### src/hw/ucs_cfg.svh
`ifndef UCS_CFG_SVH
`define UCS_CFG_SVH

`define UCS_AW 6
`define UCS_OFF_CTRL 6'h00
`define UCS_OFF_IMASK 6'h04
`define UCS_OFF_RIS 6'h08
`define UCS_OFF_MIS 6'h0c
`define UCS_OFF_ICR 6'h10
`define UCS_OFF_MSET 6'h14
`define UCS_OFF_MCLR 6'h18
`define UCS_OFF_MSTAT 6'h1c
`define UCS_OFF_RXERR 6'h20

`define UCS_CTRL_SMART 0
`define UCS_CTRL_TXFC 1
`define UCS_CTRL_RXFC 2
`define UCS_CTRL_PAR_LO 4
`define UCS_CTRL_PAR_HI 6

`define UCS_MC_DTR 0
`define UCS_MC_RTS 1

`define UCS_NIRQ 12
`define UCS_IRQ_RI 0
`define UCS_IRQ_DCD 1
`define UCS_IRQ_DSR 2
`define UCS_IRQ_CTS 3
`define UCS_IRQ_RX 4
`define UCS_IRQ_TX 5
`define UCS_IRQ_RT 6
`define UCS_IRQ_FE 7
`define UCS_IRQ_PE 8
`define UCS_IRQ_BE 9
`define UCS_IRQ_OE 10
`define UCS_IRQ_AM 11

`define UCS_ERR_FE 0
`define UCS_ERR_PE 1
`define UCS_ERR_BE 2
`define UCS_ERR_OE 3

`define UCS_RST_IMASK 12'h000
`define UCS_RST_RAW 12'h000
`define UCS_RST_ERR 4'h0

`endif

### src/hw/ucs_pkg.sv
package ucs_pkg;

    typedef enum logic [2:0] {
        parity_off = 3'b000,
        parity_even_sel = 3'b001,
        parity_odd_sel = 3'b010,
        parity_forced_high = 3'b011,
        parity_forced_low = 3'b100
    } ucs_par_t;

    // One-cycle event pulses from the character datapath.
    typedef struct packed {
        logic addr_match;
        logic overrun;
        logic brk;
        logic par_err;
        logic frm_err;
        logic rx_tmo;
        logic tx;
        logic rx;
    } ucs_evt_t;

    // Error bits that travel with a character as software reads it.
    typedef struct packed {
        logic brk;
        logic par;
        logic frm;
    } ucs_chr_err_t;

endpackage

### src/hw/ucs_modem_in.sv
module ucs_modem_in #(
    parameter int W = 4
) (
    input wire logic core_clk_i,
    input wire logic resetn_i,
    input wire logic [W-1:0] raw_i,
    output logic [W-1:0] lvl_o,
    output logic [W-1:0] chg_o
);

    logic [W-1:0] s1_q;
    logic [W-1:0] s2_q;
    logic [W-1:0] s3_q;

    // The third stage only feeds the edge compare, so the first stage
    // is never looked at by anything but the second.
    always_ff @(posedge core_clk_i or negedge resetn_i) begin
        if (!resetn_i) begin
            s1_q <= '0;
            s2_q <= '0;
            s3_q <= '0;
        end else begin
            s1_q <= raw_i;
            s2_q <= s1_q;
            s3_q <= s2_q;
        end
    end

    assign lvl_o = s2_q;
    assign chg_o = s2_q ^ s3_q;

endmodule

### src/hw/ucs_ctrl_status.sv
`include "ucs_cfg.svh"

module ucs_ctrl_status
    import ucs_pkg::*;
#(
    parameter int CHAR_W = 8
) (
    input wire logic core_clk_i,
    input wire logic resetn_i,
    input wire logic [`UCS_AW-1:0] addr_i,
    input wire logic [31:0] wdata_i,
    input wire logic wr_i,
    input wire logic rd_i,
    output logic [31:0] rdata_o,
    input wire ucs_evt_t evt_i,
    input wire logic chr_rd_i,
    input wire ucs_chr_err_t chr_err_i,
    input wire logic rx_chk_i,
    input wire logic [CHAR_W-1:0] rx_data_i,
    input wire logic rx_par_i,
    input wire logic [CHAR_W-1:0] tx_data_i,
    input wire logic tx_req_i,
    input wire logic rx_space_i,
    input wire logic ri_i,
    input wire logic dcd_i,
    input wire logic dsr_i,
    input wire logic cts_i,
    output logic irq_o,
    output logic dtr_o,
    output logic rts_o,
    output logic tx_go_o,
    output logic tx_par_o,
    output logic smart_en_o,
    output ucs_par_t par_mode_o
);

    function automatic logic par_bit(ucs_par_t m, logic [CHAR_W-1:0] d);
        case (m)
            parity_even_sel: par_bit = ^d;
            parity_odd_sel: par_bit = ~^d;
            parity_forced_high: par_bit = 1'b1;
            default: par_bit = 1'b0;
        endcase
    endfunction

    function automatic logic par_legal(logic [2:0] c);
        par_legal = (c <= 3'h4);
    endfunction

    logic smart_q;
    logic txfc_q;
    logic rxfc_q;
    ucs_par_t mode_q;
    logic [`UCS_NIRQ-1:0] mask_q;
    logic [`UCS_NIRQ-1:0] raw_q;
    logic [`UCS_NIRQ-1:0] raw_d;
    logic [3:0] err_q;
    logic dtr_q;
    logic rts_sw_q;
    logic rts_q;
    logic irq_q;
    logic tx_go_q;
    logic tx_par_q;
    logic [31:0] rdata_q;
    logic [3:0] lvl;
    logic [3:0] chg;

    ucs_modem_in #(
        .W(4)
    ) u_modem (
        .core_clk_i(core_clk_i),
        .resetn_i(resetn_i),
        .raw_i({cts_i, dsr_i, dcd_i, ri_i}),
        .lvl_o(lvl),
        .chg_o(chg)
    );

    wire wr_ctrl = wr_i && (addr_i == `UCS_OFF_CTRL);
    wire wr_imask = wr_i && (addr_i == `UCS_OFF_IMASK);
    wire wr_icr = wr_i && (addr_i == `UCS_OFF_ICR);
    wire wr_mset = wr_i && (addr_i == `UCS_OFF_MSET);
    wire wr_mclr = wr_i && (addr_i == `UCS_OFF_MCLR);
    wire wr_rxerr = wr_i && (addr_i == `UCS_OFF_RXERR);
    wire [2:0] wr_par = wdata_i[`UCS_CTRL_PAR_HI:`UCS_CTRL_PAR_LO];

    // A received character is checked against the same mode that
    // stamps the transmit parity bit.
    wire rx_pe = rx_chk_i && (mode_q != parity_off) &&
        (rx_par_i != par_bit(mode_q, rx_data_i));

    // An error source re-arms only once its error flag has been cleared.
    wire fe_new = evt_i.frm_err && !err_q[`UCS_ERR_FE];
    wire pe_new = (evt_i.par_err || rx_pe) && !err_q[`UCS_ERR_PE];
    wire be_new = evt_i.brk && !err_q[`UCS_ERR_BE];
    wire oe_new = evt_i.overrun && !err_q[`UCS_ERR_OE];

    wire [`UCS_NIRQ-1:0] set_vec = {evt_i.addr_match, oe_new, be_new,
        pe_new, fe_new, evt_i.rx_tmo, evt_i.tx, evt_i.rx, chg};
    wire [`UCS_NIRQ-1:0] clr_vec =
        wr_icr ? wdata_i[`UCS_NIRQ-1:0] : `UCS_RST_RAW;
    wire [`UCS_NIRQ-1:0] mis = raw_q & mask_q;

    // Set beats clear, so an event in the clearing cycle survives.
    // Modem changes land here whatever the mask says.
    assign raw_d = (raw_q & ~clr_vec) | set_vec;

    wire [31:0] rd_ctrl = {25'h0, mode_q, 1'b0, rxfc_q, txfc_q, smart_q};
    wire [31:0] rd_imask = {20'h0, mask_q};
    wire [31:0] rd_ris = {20'h0, raw_q};
    wire [31:0] rd_mis = {20'h0, mis};
    wire [31:0] rd_mc = {30'h0, rts_q, dtr_q};
    wire [31:0] rd_ms = {28'h0, lvl};
    wire [31:0] rd_err = {28'h0, err_q};
    wire [31:0] rd_mux =
        (addr_i == `UCS_OFF_CTRL) ? rd_ctrl :
        (addr_i == `UCS_OFF_IMASK) ? rd_imask :
        (addr_i == `UCS_OFF_RIS) ? rd_ris :
        (addr_i == `UCS_OFF_MIS) ? rd_mis :
        (addr_i == `UCS_OFF_MSET) ? rd_mc :
        (addr_i == `UCS_OFF_MSTAT) ? rd_ms :
        (addr_i == `UCS_OFF_RXERR) ? rd_err : 32'h0;

    wire rts_d = rxfc_q ? rx_space_i : rts_sw_q;
    wire tx_ok = !txfc_q || lvl[`UCS_IRQ_CTS];

    // An illegal parity code is dropped and the old mode kept.
    always_ff @(posedge core_clk_i or negedge resetn_i) begin
        if (!resetn_i) begin
            smart_q <= 1'b0;
            txfc_q <= 1'b0;
            rxfc_q <= 1'b0;
            mode_q <= parity_off;
        end else if (wr_ctrl) begin
            smart_q <= wdata_i[`UCS_CTRL_SMART];
            txfc_q <= wdata_i[`UCS_CTRL_TXFC];
            rxfc_q <= wdata_i[`UCS_CTRL_RXFC];
            if (par_legal(wr_par)) begin
                mode_q <= ucs_par_t'(wr_par);
            end
        end
    end

    always_ff @(posedge core_clk_i or negedge resetn_i) begin
        if (!resetn_i) begin
            mask_q <= `UCS_RST_IMASK;
            raw_q <= `UCS_RST_RAW;
            irq_q <= 1'b0;
        end else begin
            if (wr_imask) begin
                mask_q <= wdata_i[`UCS_NIRQ-1:0];
            end
            raw_q <= raw_d;
            irq_q <= |mis;
        end
    end

    // One process owns the whole error word, so it has a single driver.
    always_ff @(posedge core_clk_i or negedge resetn_i) begin
        if (!resetn_i) begin
            err_q <= `UCS_RST_ERR;
        end else begin
            if (chr_rd_i) begin
                err_q[2:0] <= {chr_err_i.brk, chr_err_i.par,
                    chr_err_i.frm};
            end else if (wr_rxerr) begin
                err_q[2:0] <= 3'h0;
            end
            // Overrun is flagged as it happens, not when a character is read.
            if (evt_i.overrun) begin
                err_q[`UCS_ERR_OE] <= 1'b1;
            end else if (wr_rxerr) begin
                err_q[`UCS_ERR_OE] <= 1'b0;
            end
        end
    end

    always_ff @(posedge core_clk_i or negedge resetn_i) begin
        if (!resetn_i) begin
            dtr_q <= 1'b0;
            rts_sw_q <= 1'b0;
        end else if (wr_mset) begin
            dtr_q <= dtr_q | wdata_i[`UCS_MC_DTR];
            rts_sw_q <= rts_sw_q | wdata_i[`UCS_MC_RTS];
        end else if (wr_mclr) begin
            dtr_q <= dtr_q & ~wdata_i[`UCS_MC_DTR];
            rts_sw_q <= rts_sw_q & ~wdata_i[`UCS_MC_RTS];
        end
    end

    always_ff @(posedge core_clk_i or negedge resetn_i) begin
        if (!resetn_i) begin
            rts_q <= 1'b0;
            tx_go_q <= 1'b0;
            tx_par_q <= 1'b0;
            rdata_q <= 32'h0;
        end else begin
            rts_q <= rts_d;
            tx_go_q <= tx_req_i && tx_ok;
            tx_par_q <= par_bit(mode_q, tx_data_i);
            rdata_q <= rd_i ? rd_mux : 32'h0;
        end
    end

    assign rdata_o = rdata_q;
    assign irq_o = irq_q;
    assign dtr_o = dtr_q;
    assign rts_o = rts_q;
    assign tx_go_o = tx_go_q;
    assign tx_par_o = tx_par_q;
    assign smart_en_o = smart_q;
    assign par_mode_o = mode_q;

    // Helper: bits that must still be pending one cycle on.
    logic [`UCS_NIRQ-1:0] keep_q;
    always_ff @(posedge core_clk_i or negedge resetn_i) begin
        if (!resetn_i) begin
            keep_q <= `UCS_RST_RAW;
        end else begin
            keep_q <= raw_q & ~clr_vec;
        end
    end
endmodule

### config.mk
export PLATFORM = sky130hd
export DESIGN_NAME = ucs_ctrl_status
export DESIGN_NICKNAME = d
export VERILOG_FILES = /design/src/hw/ucs_pkg.sv /design/src/hw/ucs_modem_in.sv /design/src/hw/ucs_ctrl_status.sv
export VERILOG_INCLUDE_DIRS = /design/src /design/src/hw
export SDC_FILE = /design/constraint.sdc
export NUM_CORES = 1
export LEC_CHECK = 0
export ABC_CLOCK_PERIOD_IN_PS = 1300
export BUFFER_PORTS_ARGS = -buffer_cell sky130_fd_sc_hd__buf_2
export CAP_MARGIN = 20
export CORE_ASPECT_RATIO = 1.1
export CORE_UTILIZATION = 44
export CTS_CLUSTER_DIAMETER = 150
export DETAILED_ROUTE_END_ITERATION = 6
export PLACE_DENSITY = 0.76
export SLEW_MARGIN = 40
export SYNTH_ARGS = -nofsm -noshare
export SYNTH_HDL_FRONTEND = slang
export SYNTH_SLANG_ARGS = --single-unit
### constraint.sdc
create_clock -name core_clk_i -period 1.3 [get_ports core_clk_i]
set_clock_uncertainty 0.05 [all_clocks]
set_input_delay 0.26 -clock core_clk_i [delete_from_list [all_inputs] [get_ports core_clk_i]]
set_output_delay 0.26 -clock core_clk_i [all_outputs]
set_load 0.02 [all_outputs]
Word level (Yosys, flattened, before mapping):

Index checks and enable logic that the tools add are counted.
W data, S select, Z words.

* bits in registers: 64
* logic and storage cells: 93
* bits of input ports: 78
* output and inout bits: 41

* bitwise logic cells: 11
* multiplexer cells: 20
* equality and inequality tests: 12
* reductions and logical operators: 31
* magnitude comparators: 1

Operators by type and width (number)
* $mux W12: 6
* $and A12 B12 Y12: 2
* $eq A6 B5 Y1 const B: 4
* $reduce_xnor A8 Y1: 2
* $reduce_xor A8 Y1: 2
* $logic_and A1 B1 Y1: 13
* $eq A6 B4 Y1 const B: 2
* $mux W4: 3
* $not A12 Y12: 1
* $or A12 B12 Y12: 1
* $reduce_or A12 Y1: 1
* $mux W1: 7
* $eq A3 B2 Y1 const B: 2
* $eq A6 B3 Y1 const B: 1
* $eq A6 B6 Y1 const B: 1
* $logic_not A6 Y1: 1
* $mux W3: 2
* $pmux W1 S3: 2
* $reduce_bool A2 Y1: 3
* $logic_not A1 Y1: 5
* $xor A4 B4 Y4: 1
* $eq A3 B1 Y1 const B: 1
* $le A3 B3 Y1 const B: 1
* $reduce_bool A3 Y1: 1
* other kinds (6): 10

Depth between registers and ports, before layout:

Gate-level depths: netlist of the first run.

* depth in word-level cells: 9
* gate-level depth with buffers: 8
* gate-level depth less buffers: 6

Modules after synthesis:

A second synthesis of the first run with hierarchy kept.

* cell total of the unflattened synthesis: 290
* area total of the unflattened synthesis: 3022.9 um^2

Modules (own cells, without submodules)
* ucs_ctrl_status: seq. area each 1301.2 um^2, cells each 274, area each 2687.6 um^2, instances 1
* ucs_modem_in: seq. area each 300.3 um^2, cells each 16, area each 335.3 um^2, instances 1

Worst setup path after synthesis of the first run:

OpenSTA, ideal clock, no wires.

* kind: input -> register
* start: input addr_i[4]
* end: register mask_q[8]
* data arrival time: 1.316 ns
* cell stages on the path: 5
* data required time: 1.122 ns
* path slack: -0.193 ns
* library setup time: 0.128 ns
* cell sequence: buf_2 -> nor4_2 -> nand3_1 -> buf_2 -> mux2_1

* word-level cells in the longest chain between the ends: 2

RTL lines
* from (decl): RTL line ucs_ctrl_status.sv:10 `` input wire logic [`UCS_AW-1:0] addr_i, ``
* $eq A6 B3 Y1 (no source line)
* $logic_and A1 B1 Y1: RTL line ucs_ctrl_status.sv:79 `` wire wr_imask = wr_i && (addr_i == `UCS_OFF_IMASK); ``
* to (signal assigned): RTL line ucs_ctrl_status.sv:145 `` mask_q <= `UCS_RST_IMASK; ``
* to (signal assigned): RTL line ucs_ctrl_status.sv:150 `` mask_q <= wdata_i[`UCS_NIRQ-1:0]; ``
* to (decl): RTL line ucs_ctrl_status.sv:54 `` logic [`UCS_NIRQ-1:0] mask_q; ``

No other way between the ends.
A chain may end at the register's enable or synchronous reset.

Final worst setup path of the first run:

* start: register mode_q[2], in the netlist par_mode_o[2]
* end: output par_mode_o[2]

RTL lines
* from (decl): RTL line ucs_ctrl_status.sv:53 `ucs_par_t mode_q;`
* from (signal assigned): RTL line ucs_ctrl_status.sv:132 `mode_q <= parity_off;`
* from (signal assigned): RTL line ucs_ctrl_status.sv:138 `mode_q <= ucs_par_t'(wr_par);`
* to (decl): RTL line ucs_ctrl_status.sv:34 `output ucs_par_t par_mode_o`

No word-level cell between the ends.

==> impl_metrics.toml, run 1 <==
[final_layout]
multi_input_area_mm2 = 0.00131
drive_above_1_share_pct = 39.0
fin_cells = 497
area_growth_pct = 34.6
fillers = 596
diodes = 0
final_cell_area_mm2 = 0.00404
register_area_mm2 = 0.00161
fin_util_pct = 61.3
nets = 488

[power_and_ir_drop]
ir_worst_vdd_uv = 786
powerDensity_mw_per_mm2 = 1190
total_power_mw = 4.81
p_leak_nw = 1.95

[timing]
worst_slack_ps = -1.72
period_share_pct = 100
tns_ps = -1.72
hold_violations = 0
setup_viol = 1
period_needed_ps = 1300
finalMaxSlewViolations = 0
rsz0062_at_grt = "true"
fmax_mhz = 768
worst_hold_slack_ps = 53.6

[grt]
use_met1_pct = 29.0
grt_first_pass_wirelength_um = 11500
use_met2_pct = 35.1
grt_remaining_overflow = 0
grt_max_degree = 65
grt_usage_pct = 22.2
use_met3_pct = 4.23
grt_busiest_layer = "met2"
grt_pass1_vias = 2376
antenna_found_initial = 0

[synth]
syn_area_per_cell_um2 = 10.4
synth-seq-cells = 64
ys_warn_count = 0
post_synth_num_cell_types = 44
ys.flop_type = "dfrtp_1"
syn_area_mm2 = 0.00300
synth_edf_count = 0
yosysSeqAreaShare_pct = 53.4
ys_async_sr_fraction_pct = 100
postSynthCellCount = 289

[clock_tree]
clock_latency_ps = 340
clock-sinks = 64
cts_max_level = 3
cts_tree = "done"
cts.reportedPaths.clkPinSlew_ps = 70
clock_path_buffers = 2
cts_buffers = 9
root_buffer = "clkbuf_8"

[floorplanning]
row_count = 31
die_h_um = 88.6
io_pins = 119
die_w_um = 80.8
die_area_mm2 = 0.00716
start_util_pct = 45.5
core-area_mm2 = 0.00659

[hold_path]
worst_hold_path_type = "primary input to register"
holdPathEnd = "raw_q[5]"
min_path_cells = 2
min_from = "evt_i[1]"

[placement]
dp_hpwl_um = 5490
post_dp_cell_area_mm2 = 0.00365
io_buffers = 78
pre_cts_ws_ps = -388
gp_congestion = 0.853
placed_cells = 468

[worst_setup_path]
regToRegEndpoint = "raw_q[8]"
crit_arrival_ps = 990
ff2ff_path_depth = 3
rrSetupSlack_ps = 10
crit_fanout = 2
cp-start-kind = "register"
end_kind = "primary output"
crit_type = "register to primary output"
r2r_start = "err_q[1]"
required_ps = 990

[route]
ant_nets = 0
drt-total-wl_um = 7370
wl_per_cell_um = 14.8
drt_pass1_iterations = 4
drtIter0Drc = 183
via_per_inst = 5.08
drc = 0
num_vias = 2523

[outcome]
status = "finished, violations left"
violations = "setup timing"

[flow_run]
max_cap_violations = 0
-- cells by family after synthesis --
| family | after synthesis | synth area share [%] |
|---|---|---|
| other | 1 | 0.125 |
| buffers and inverters | 39 | 7.63 |
| flip-flops | 64 | 53.4 |
| AO/OA/AOI/OAI | 59 | 12.8 |
| XOR/XNOR | 18 | 5.25 |
| multiplexers | 18 | 6.67 |
| AND/OR/NAND/NOR | 90 | 14.1 |
-- sequential cells by signal (all words and copies together), names as in the netlist, 3 cells and up, named ones only --
register and count:
mask_q 12, raw_q 12, rdata_o 12, err_q 4, u_modem.lvl_o 4, u_modem.s1_q 4, u_modem.s3_q 4, par_mode_o 3
-- worst max-delay path by stage --
| stage | end | slack [ps] | start |
|---|---|---|---|
| final | par_mode_o[2] | -2 | par_mode_o[2] |
| after global placement | mask_q[8] | -390 | addr_i[2] |
| after floorplan | rdata_o[0] | -170 | addr_i[3] |
| after CTS | par_mode_o[0] | -10 | par_mode_o[0] |
| after detailed placement | raw_q[8] | -390 | addr_i[3] |
| after global routing | raw_q[8] | -50 | par_mode_o[0] |
-- repair_timing --
action,4_1_cts,5_1_grt
endpoints found under the setup margin,6,13
hold endpoints to repair,68,0
gates resized for setup,13,11
buffers inserted,3,5
hold buffers,5,0
pin swaps,1,7
-- cell usage after synthesis (all sizes together), types with 2 or more instances --
cell type,number,share of area (%)
a211oi,2,0.50
a21o,6,1.5
a21oi,7,1.2
a221oi,5,1.5
a22o,3,0.88
a31oi,2,0.42
and3,2,0.42
buf,26,6.0
clkbuf,3,0.38
dfrtp,64,53
inv,10,1.3
mux2,16,6.0
mux2i,2,0.67
nand2,45,5.6
nand2b,2,0.42
nand3,7,1.3
nor2,19,2.4
nor3,5,1.0
nor4,2,1.1
o21ai,20,3.3
o22ai,6,1.3
or3,2,0.42
xnor2,15,4.4
xor2,3,0.88
-- critical path, stage by stage, from the launching register on --
cell and delay (ps):
dfrtp_2 420, buf_6 120, buf_6 120
-- cell usage in the layout, fill, tap and decap left out, types with 6 or more instances in the layout --
cell | netlist | final
clkbuf_8 | 0 | 11
buf_4 | 20 | 31
buf_2 | 6 | 74
nor2_1 | 19 | 16
buf_6 | 0 | 8
mux2_2 | 15 | 14
o21ai_0 | 20 | 18
nand2_1 | 45 | 44
conb_1 | 1 | 20
inv_1 | 10 | 10
xnor2_1 | 15 | 15
dfrtp_1 | 64 | 61
a21o_1 | 6 | 6
o22ai_1 | 6 | 6
-- where the power goes --
group	internal (mW)	total, mW	switching (mW)
logic	0.405	0.848	0.443
registers	2.13	2.22	0.0973
clock network	0.986	1.73	0.749
-- area by class of cell --
class / instances / share of cell area, %
clock inverters: 3 / 0.991
clock buffers: 13 / 3.93
repair buffers: 120 / 19.4
inverters: 10 / 0.929
well taps: 82 / 2.54
multi-input cells: 205 / 32.5
flip-flops and latches: 64 / 39.7
-- per-layer routing --
layer / wire [um] / part of all wire (%)
met1: 3170 / 43
met2: 3500 / 48
met3: 466 / 6.3
met4: 235 / 3.2
met5: 0 / 0
No activity file was read; power rests on OpenSTA's default activity.
==> run 2, diff against run 1 <==
==> constraint.sdc (replaced) <==
create_clock -name core_clk_i -period 1.3 [get_ports core_clk_i]
set_clock_uncertainty 0.05 [all_clocks]
set_input_delay 0.195 -clock core_clk_i [delete_from_list [all_inputs] [get_ports core_clk_i]]
set_output_delay 0.195 -clock core_clk_i [all_outputs]
set_load 0.02 [all_outputs]
==> run 2 against run 1 <==
Compared with the run above: via count increased by 1.0%; the run now ends clean; worst setup slack better by 36 ps; cell area grew 1.7%; hold slack lost 42 ps; die area stayed put; critical path type is now register to register; sequential share of layout area down 0.67 points; highest routed layer unchanged; combinational power decreased by 1%; cell count is 1.0% higher; wire length increased by 0.26%.
==> impl_metrics.toml, run 2 (synthesis gave the netlist of run 1 again) <==
[outcome]
status = "finished clean"

[worst_setup_path]
cp_cell_sequence = "o31ai_2 > or3_1 > or3_1 > nand3_1"
crit_arrival_ps = 1490
cp-start-kind = "register"
crit_type = "register to register"
r2r_start = "par_mode_o[0]"
max_stage_delay_ps = 380
required_ps = 1530
crit_fanout = 2
regToRegEndpoint = "raw_q[8]"
rrSetupSlack_ps = 30
end_kind = "register"
cpMostUsedCell = "or3_1"
slowest_stage = "dfrtp_2"
ff2ff_path_depth = 4

[final_layout]
fin_cells = 502
fillers = 557
fin_util_pct = 62.3
nets = 493
area_growth_pct = 36.8
most-common-layout-cells = "buf_2 (75), dfrtp_1 (61), nand2_1 (45)"
layout_commonest_cell = "buf_2"
diodes = 0
drive_above_1_share_pct = 37.4

[route]
ant_nets = 0
drc = 0
wl_per_cell_um = 14.7
drt-total-wl_um = 7390
num_vias = 2549
via_per_inst = 5.08
drtIter0Drc = 132
drt_pass1_iterations = 4

[power_and_ir_drop]
clockPowerShare_pct = 41.7
p_leak_nw = 1.99
ir_worst_vdd_uv = 707
power_frac_comb_pct = 16.0
total_power_mw = 5.23
p_sw_share_pct = 24.4
powerDensity_mw_per_mm2 = 1270
power_frac_seq_pct = 42.3
internal-power_mw = 3.96
power_switching_mw = 1.28

[placement]
dp_hpwl_um = 5560
placed_cells = 467
gp_congestion = 0.892
pre_cts_ws_ps = -306
io_buffers = 78

[clock_tree]
cts.reportedPaths.clkPinSlew_ps = 70
clock_path_buffers = 2
root_buffer = "clkbuf_8"
cts_max_level = 3
clock_latency_ps = 340
clock-sinks = 64
cts_buffers = 9
cts_tree = "done"

[timing]
hold_violations = 0
finalMaxSlewViolations = 0
worst_slack_ps = 34.2
worst_hold_slack_ps = 11.9
period_share_pct = 97.4
fmax_mhz = 790
period_needed_ps = 1270
setup_viol = 0
rsz0062_at_grt = "true"

[flow_run]
max_cap_violations = 0

[grt]
antenna_found_initial = 0
grt_remaining_overflow = 0
grt_first_pass_wirelength_um = 11900
grt_max_degree = 21
grt_usage_pct = 22.6
grt_pass1_vias = 2454

[floorplanning]
row_count = 31
core-area_mm2 = 0.00659
start_util_pct = 45.5
die_h_um = 88.6
die_area_mm2 = 0.00716
die_w_um = 80.8
io_pins = 119

[hold_path]
worst_hold_path_type = "primary input to register"
min_path_cells = 3
holdPathEnd = "err_q[0]"
min_from = "chr_err_i[0]"
## run 2: cell count changes in the layout (fill, tap and decap cells not counted), sizes merged
| cell | change |
|---|---|
| clkinv | -1 |
| bufinv | +2 |
| clkdlybuf4s15 | +1 |
| clkbuf | -1 |
| dlygate4sd3 | +6 |
| buf | -2 |
## run 2: area by class of cell
cell class | instances | area [um^2] | share of cell area [%]
sequential | 64 | 1610 | 39.1
multi-input combinational | 205 | 1270 | 31.0
timing repair buffer | 125 | 826 | 20.1
clock buffer | 12 | 165 | 4.02
tap | 82 | 103 | 2.50
clock inverter | 4 | 98.8 | 2.41
inverter | 10 | 37.5 | 0.914
## run 2: metrics by stage
| stage | instance area, um^2 | setup TNS (ps) |
|---|---|---|
| final | 4110 | 0 |
| after global routing | 4110 | -15.7 |
| after CTS | 4030 | 0 |
| after detailed placement | 3620 | -9570 |
| after global placement | 3620 | -8550 |
| after floorplan | 3100 | -239 |
## run 2: routing by layer
layer,global-route usage [%],routed length [um],vias up
met3,5.67,501,12
met4,6.98,104,0
met1,26.8,2870,1222
met5,0,0,-
met2,40.3,3910,107
li1,-,-,1208
## run 2: critical path, delay by kind of cell, from the launching register on
| kind | cells | cell delay [ps] |
|---|---|---|
| AND/OR/NAND/NOR | 3 | 680 |
| AO/OA/AOI/OAI | 1 | 90 |
| flip-flops | 1 | 380 |
## run 2: power by group through the flow
stage	clock, mW	sequential (mW)	combinational [mW]
3_3_place_gp	0	2.25	0.758
4_1_cts	2.23	2.22	0.820
2_1_floorplan	0	2.29	0.425
3_5_place_dp	0	2.25	0.770
6_report	2.18	2.22	0.838
5_1_grt	2.31	2.23	0.917
## run 2: how the worst max path moves through the flow
stage	end	startpoint	slack (ps)
2_1_floorplan	rdata_o[0]	addr_i[3]	-110
3_5_place_dp	rdata_o[1]	addr_i[3]	-310
5_1_grt	rdata_o[0]	addr_i[3]	-10
3_3_place_gp	rdata_o[0]	addr_i[3]	-270
6_report	raw_q[8]	par_mode_o[0]	30
4_1_cts	par_mode_o[1]	par_mode_o[1]	9
## run 2: what timing repair did
item | CTS | global route
hold endpoints to repair | 58 | 0
setup endpoints to repair | 3 | 5
cloned | 0 | 1
hold buffers | 11 | 0
setup buffers | 1 | 6
resized for setup | 7 | 8
pin swaps | 0 | 4
==> run 3, diff against run 2 <==
--- a/config.mk
+++ b/config.mk
@@ -13,8 +13,10 @@
 export CORE_UTILIZATION = 44
 export CTS_CLUSTER_DIAMETER = 150
 export DETAILED_ROUTE_END_ITERATION = 6
+export MAX_ROUTING_LAYER = met4
 export PLACE_DENSITY = 0.76
 export SLEW_MARGIN = 40
 export SYNTH_ARGS = -nofsm -noshare
 export SYNTH_HDL_FRONTEND = slang
+export SYNTH_HIERARCHICAL = 1
 export SYNTH_SLANG_ARGS = --single-unit
==> run 3 against run 2 <==
Compared with the run above: combinational power increased by 0.7%; utilization fell by 2.1 points; clock-buffer cell count is 1 higher; total power is 14% lower; die area up 0.69%; global-route usage grew 0.80 points; first-iteration DRC count up 43%; cell area down 3.4%; largest cell class unchanged.
==> impl_metrics.toml, run 3 <==
[worst_setup_path]
required_ps = 1520
cp-start-kind = "register"
ff2ff_path_depth = 4
end_kind = "register"
regToRegEndpoint = "raw_q[8]"
crit_fanout = 2
crit_start = "par_mode_o[0]"
r2r_start = "par_mode_o[0]"
crit_type = "register to register"
crit_arrival_ps = 1520
rrSetupSlack_ps = 0.8

[route]
wl_per_cell_um = 15.5
drt-total-wl_um = 7670
drtIter0Drc = 189
num_vias = 2539
via_per_inst = 5.12
drc = 0
drt_pass1_iterations = 4
ant_nets = 0

[clock_tree]
cts_buffers = 9
cts_tree = "done"
cts.reportedPaths.clkPinSlew_ps = 70
clock_path_buffers = 2
clock_latency_ps = 340
cts_max_level = 3
root_buffer = "clkbuf_8"
clock-sinks = 64

[synth]
synth_edf_count = 0
syn_area_per_cell_um2 = 10.4
yosysTopAreaCell = "dfrtp_1"
synth_area_leaders = "dfrtp_1 (53%), mux2_2 (5.6%), buf_4 (5.0%), nand2_1 (4.8%), xnor2_1 (3.5%)"
synth-seq-cells = 64
ys.flop_type = "dfrtp_1"
post_synth_num_cell_types = 47
netlist.area_leader.share_pct = 53.0
synthTopCellsByCount = "dfrtp_1 (64), nand2_1 (39), nor2_1 (22)"
syn_area_mm2 = 0.00302
ys_async_sr_fraction_pct = 100
postSynthCellCount = 290
yosys.cell_count.top_type = "dfrtp_1"
ys_warn_count = 6
yosysSeqAreaShare_pct = 53.0

[timing]
rsz0062_at_grt = "true"
worst_slack_ps = 0.847
tns_ps = 0
fmax_mhz = 770
hold_violations = 0
setup_viol = 0
worst_hold_slack_ps = 14.0
period_needed_ps = 1300
period_share_pct = 99.9
finalMaxSlewViolations = 0

[hold_path]
min_from = "chr_err_i[0]"
worst_hold_path_type = "primary input to register"
min_path_cells = 3
holdPathEnd = "err_q[0]"

[flow_run]
max_cap_violations = 0

[grt]
grt_max_degree = 65
use_met1_pct = 26.1
grt_usage_pct = 23.4
antenna_found_initial = 0
grt_pass1_vias = 2431
grt_first_pass_wirelength_um = 11700
use_met3_pct = 3.47
grt_remaining_overflow = 0
grt_busiest_layer = "met2"
use_met2_pct = 40.6

[final_layout]
layout_commonest_cell = "buf_2"
most-common-layout-cells = "buf_2 (73), dfrtp_1 (61), nand2_1 (38)"
drive_above_1_share_pct = 36.0
fin_cells = 496
nets = 487
diodes = 0
area_growth_pct = 31.3

[floorplanning]
die_h_um = 88.9
core-area_mm2 = 0.00659
io_pins = 119
die_w_um = 81.0
die_area_mm2 = 0.00721
row_count = 31
start_util_pct = 45.8

[placement]
io_buffers = 78
dp_hpwl_um = 5760
pre_cts_ws_ps = -267
gp_congestion = 0.958
placed_cells = 467

[power_and_ir_drop]
powerDensity_mw_per_mm2 = 1140
ir_worst_vdd_uv = 627
p_leak_nw = 1.91

[outcome]
status = "finished clean"
-- run 3: cell type report --
type / count / area (um^2)
sequential: 64 / 1610
multi-input combinational: 203 / 1270
inverter: 14 / 52.6
tap: 82 / 103
timing repair buffer: 117 / 766
clock buffer: 13 / 149
clock inverter: 3 / 17.5
fill: 567 / 2630
-- run 3: critical path, stage by stage, from the launching register on --
cell	delay, ps
dfrtp_2	380
o31ai_2	80
or3_1	320
or3_4	330
nand3_2	70
-- run 3: through the flow --
step | total power [mW] | cell area, um^2 | utilization, %
6_report | 4.52 | 3970 | 60.2
2_1_floorplan | 2.71 | 3130 | -
3_5_place_dp | 3.03 | 3630 | 55.1
3_3_place_gp | 3.01 | 3630 | 55.1
5_1_grt | 4.74 | 3970 | 60.2
4_1_cts | 4.54 | 3910 | 59.2
-- run 3: routing by layer --
layer / vias up / wire length [um] / share of wire, %
met5: - / 0 / 0
li1: 1203 / - / -
met1: 1224 / 2960 / 39
met2: 98 / 4080 / 53
met3: 14 / 432 / 5.6
met4: 0 / 191 / 2.5
-- run 3: what timing repair did --
item | in CTS | in global routing
buffers inserted | 0 | 4
pin swaps | 0 | 7
endpoints found under the setup margin | 4 | 7
hold endpoints to repair | 72 | 0
gates resized for setup | 6 | 7
hold buffers | 9 | 0
-- run 3: worst max path at each step --
| stage | end | slack (ps) | depth (start not counted) |
|---|---|---|---|
| 4_1_cts | raw_q[8] | -2 | 4 |
| 3_3_place_gp | rdata_o[0] | -300 | 7 |
| 3_5_place_dp | raw_q[8] | -270 | 8 |
| 5_1_grt | raw_q[8] | -40 | 4 |
| 6_report | raw_q[8] | 0.8 | 4 |
| 2_1_floorplan | rdata_o[0] | -160 | 8 |
-- run 3: power by group --
part	total, mW	internal (mW)	switching [mW]
Combinational	0.844	0.392	0.452
Clock	1.46	0.739	0.722
Sequential	2.21	2.13	0.0877
-- run 3: kinds of logic after synthesis --
kind of cell           count (synthesis)  share of synthesized area (%)
AO/OA/AOI/OAI                         62                           13.5
XOR/XNOR                              18                           5.22
other                                  1                          0.124
multiplexers                          18                           6.62
flip-flops                            64                           53.0
AND/OR/NAND/NOR                       85                           13.3
buffers and inverters                 42                           8.32
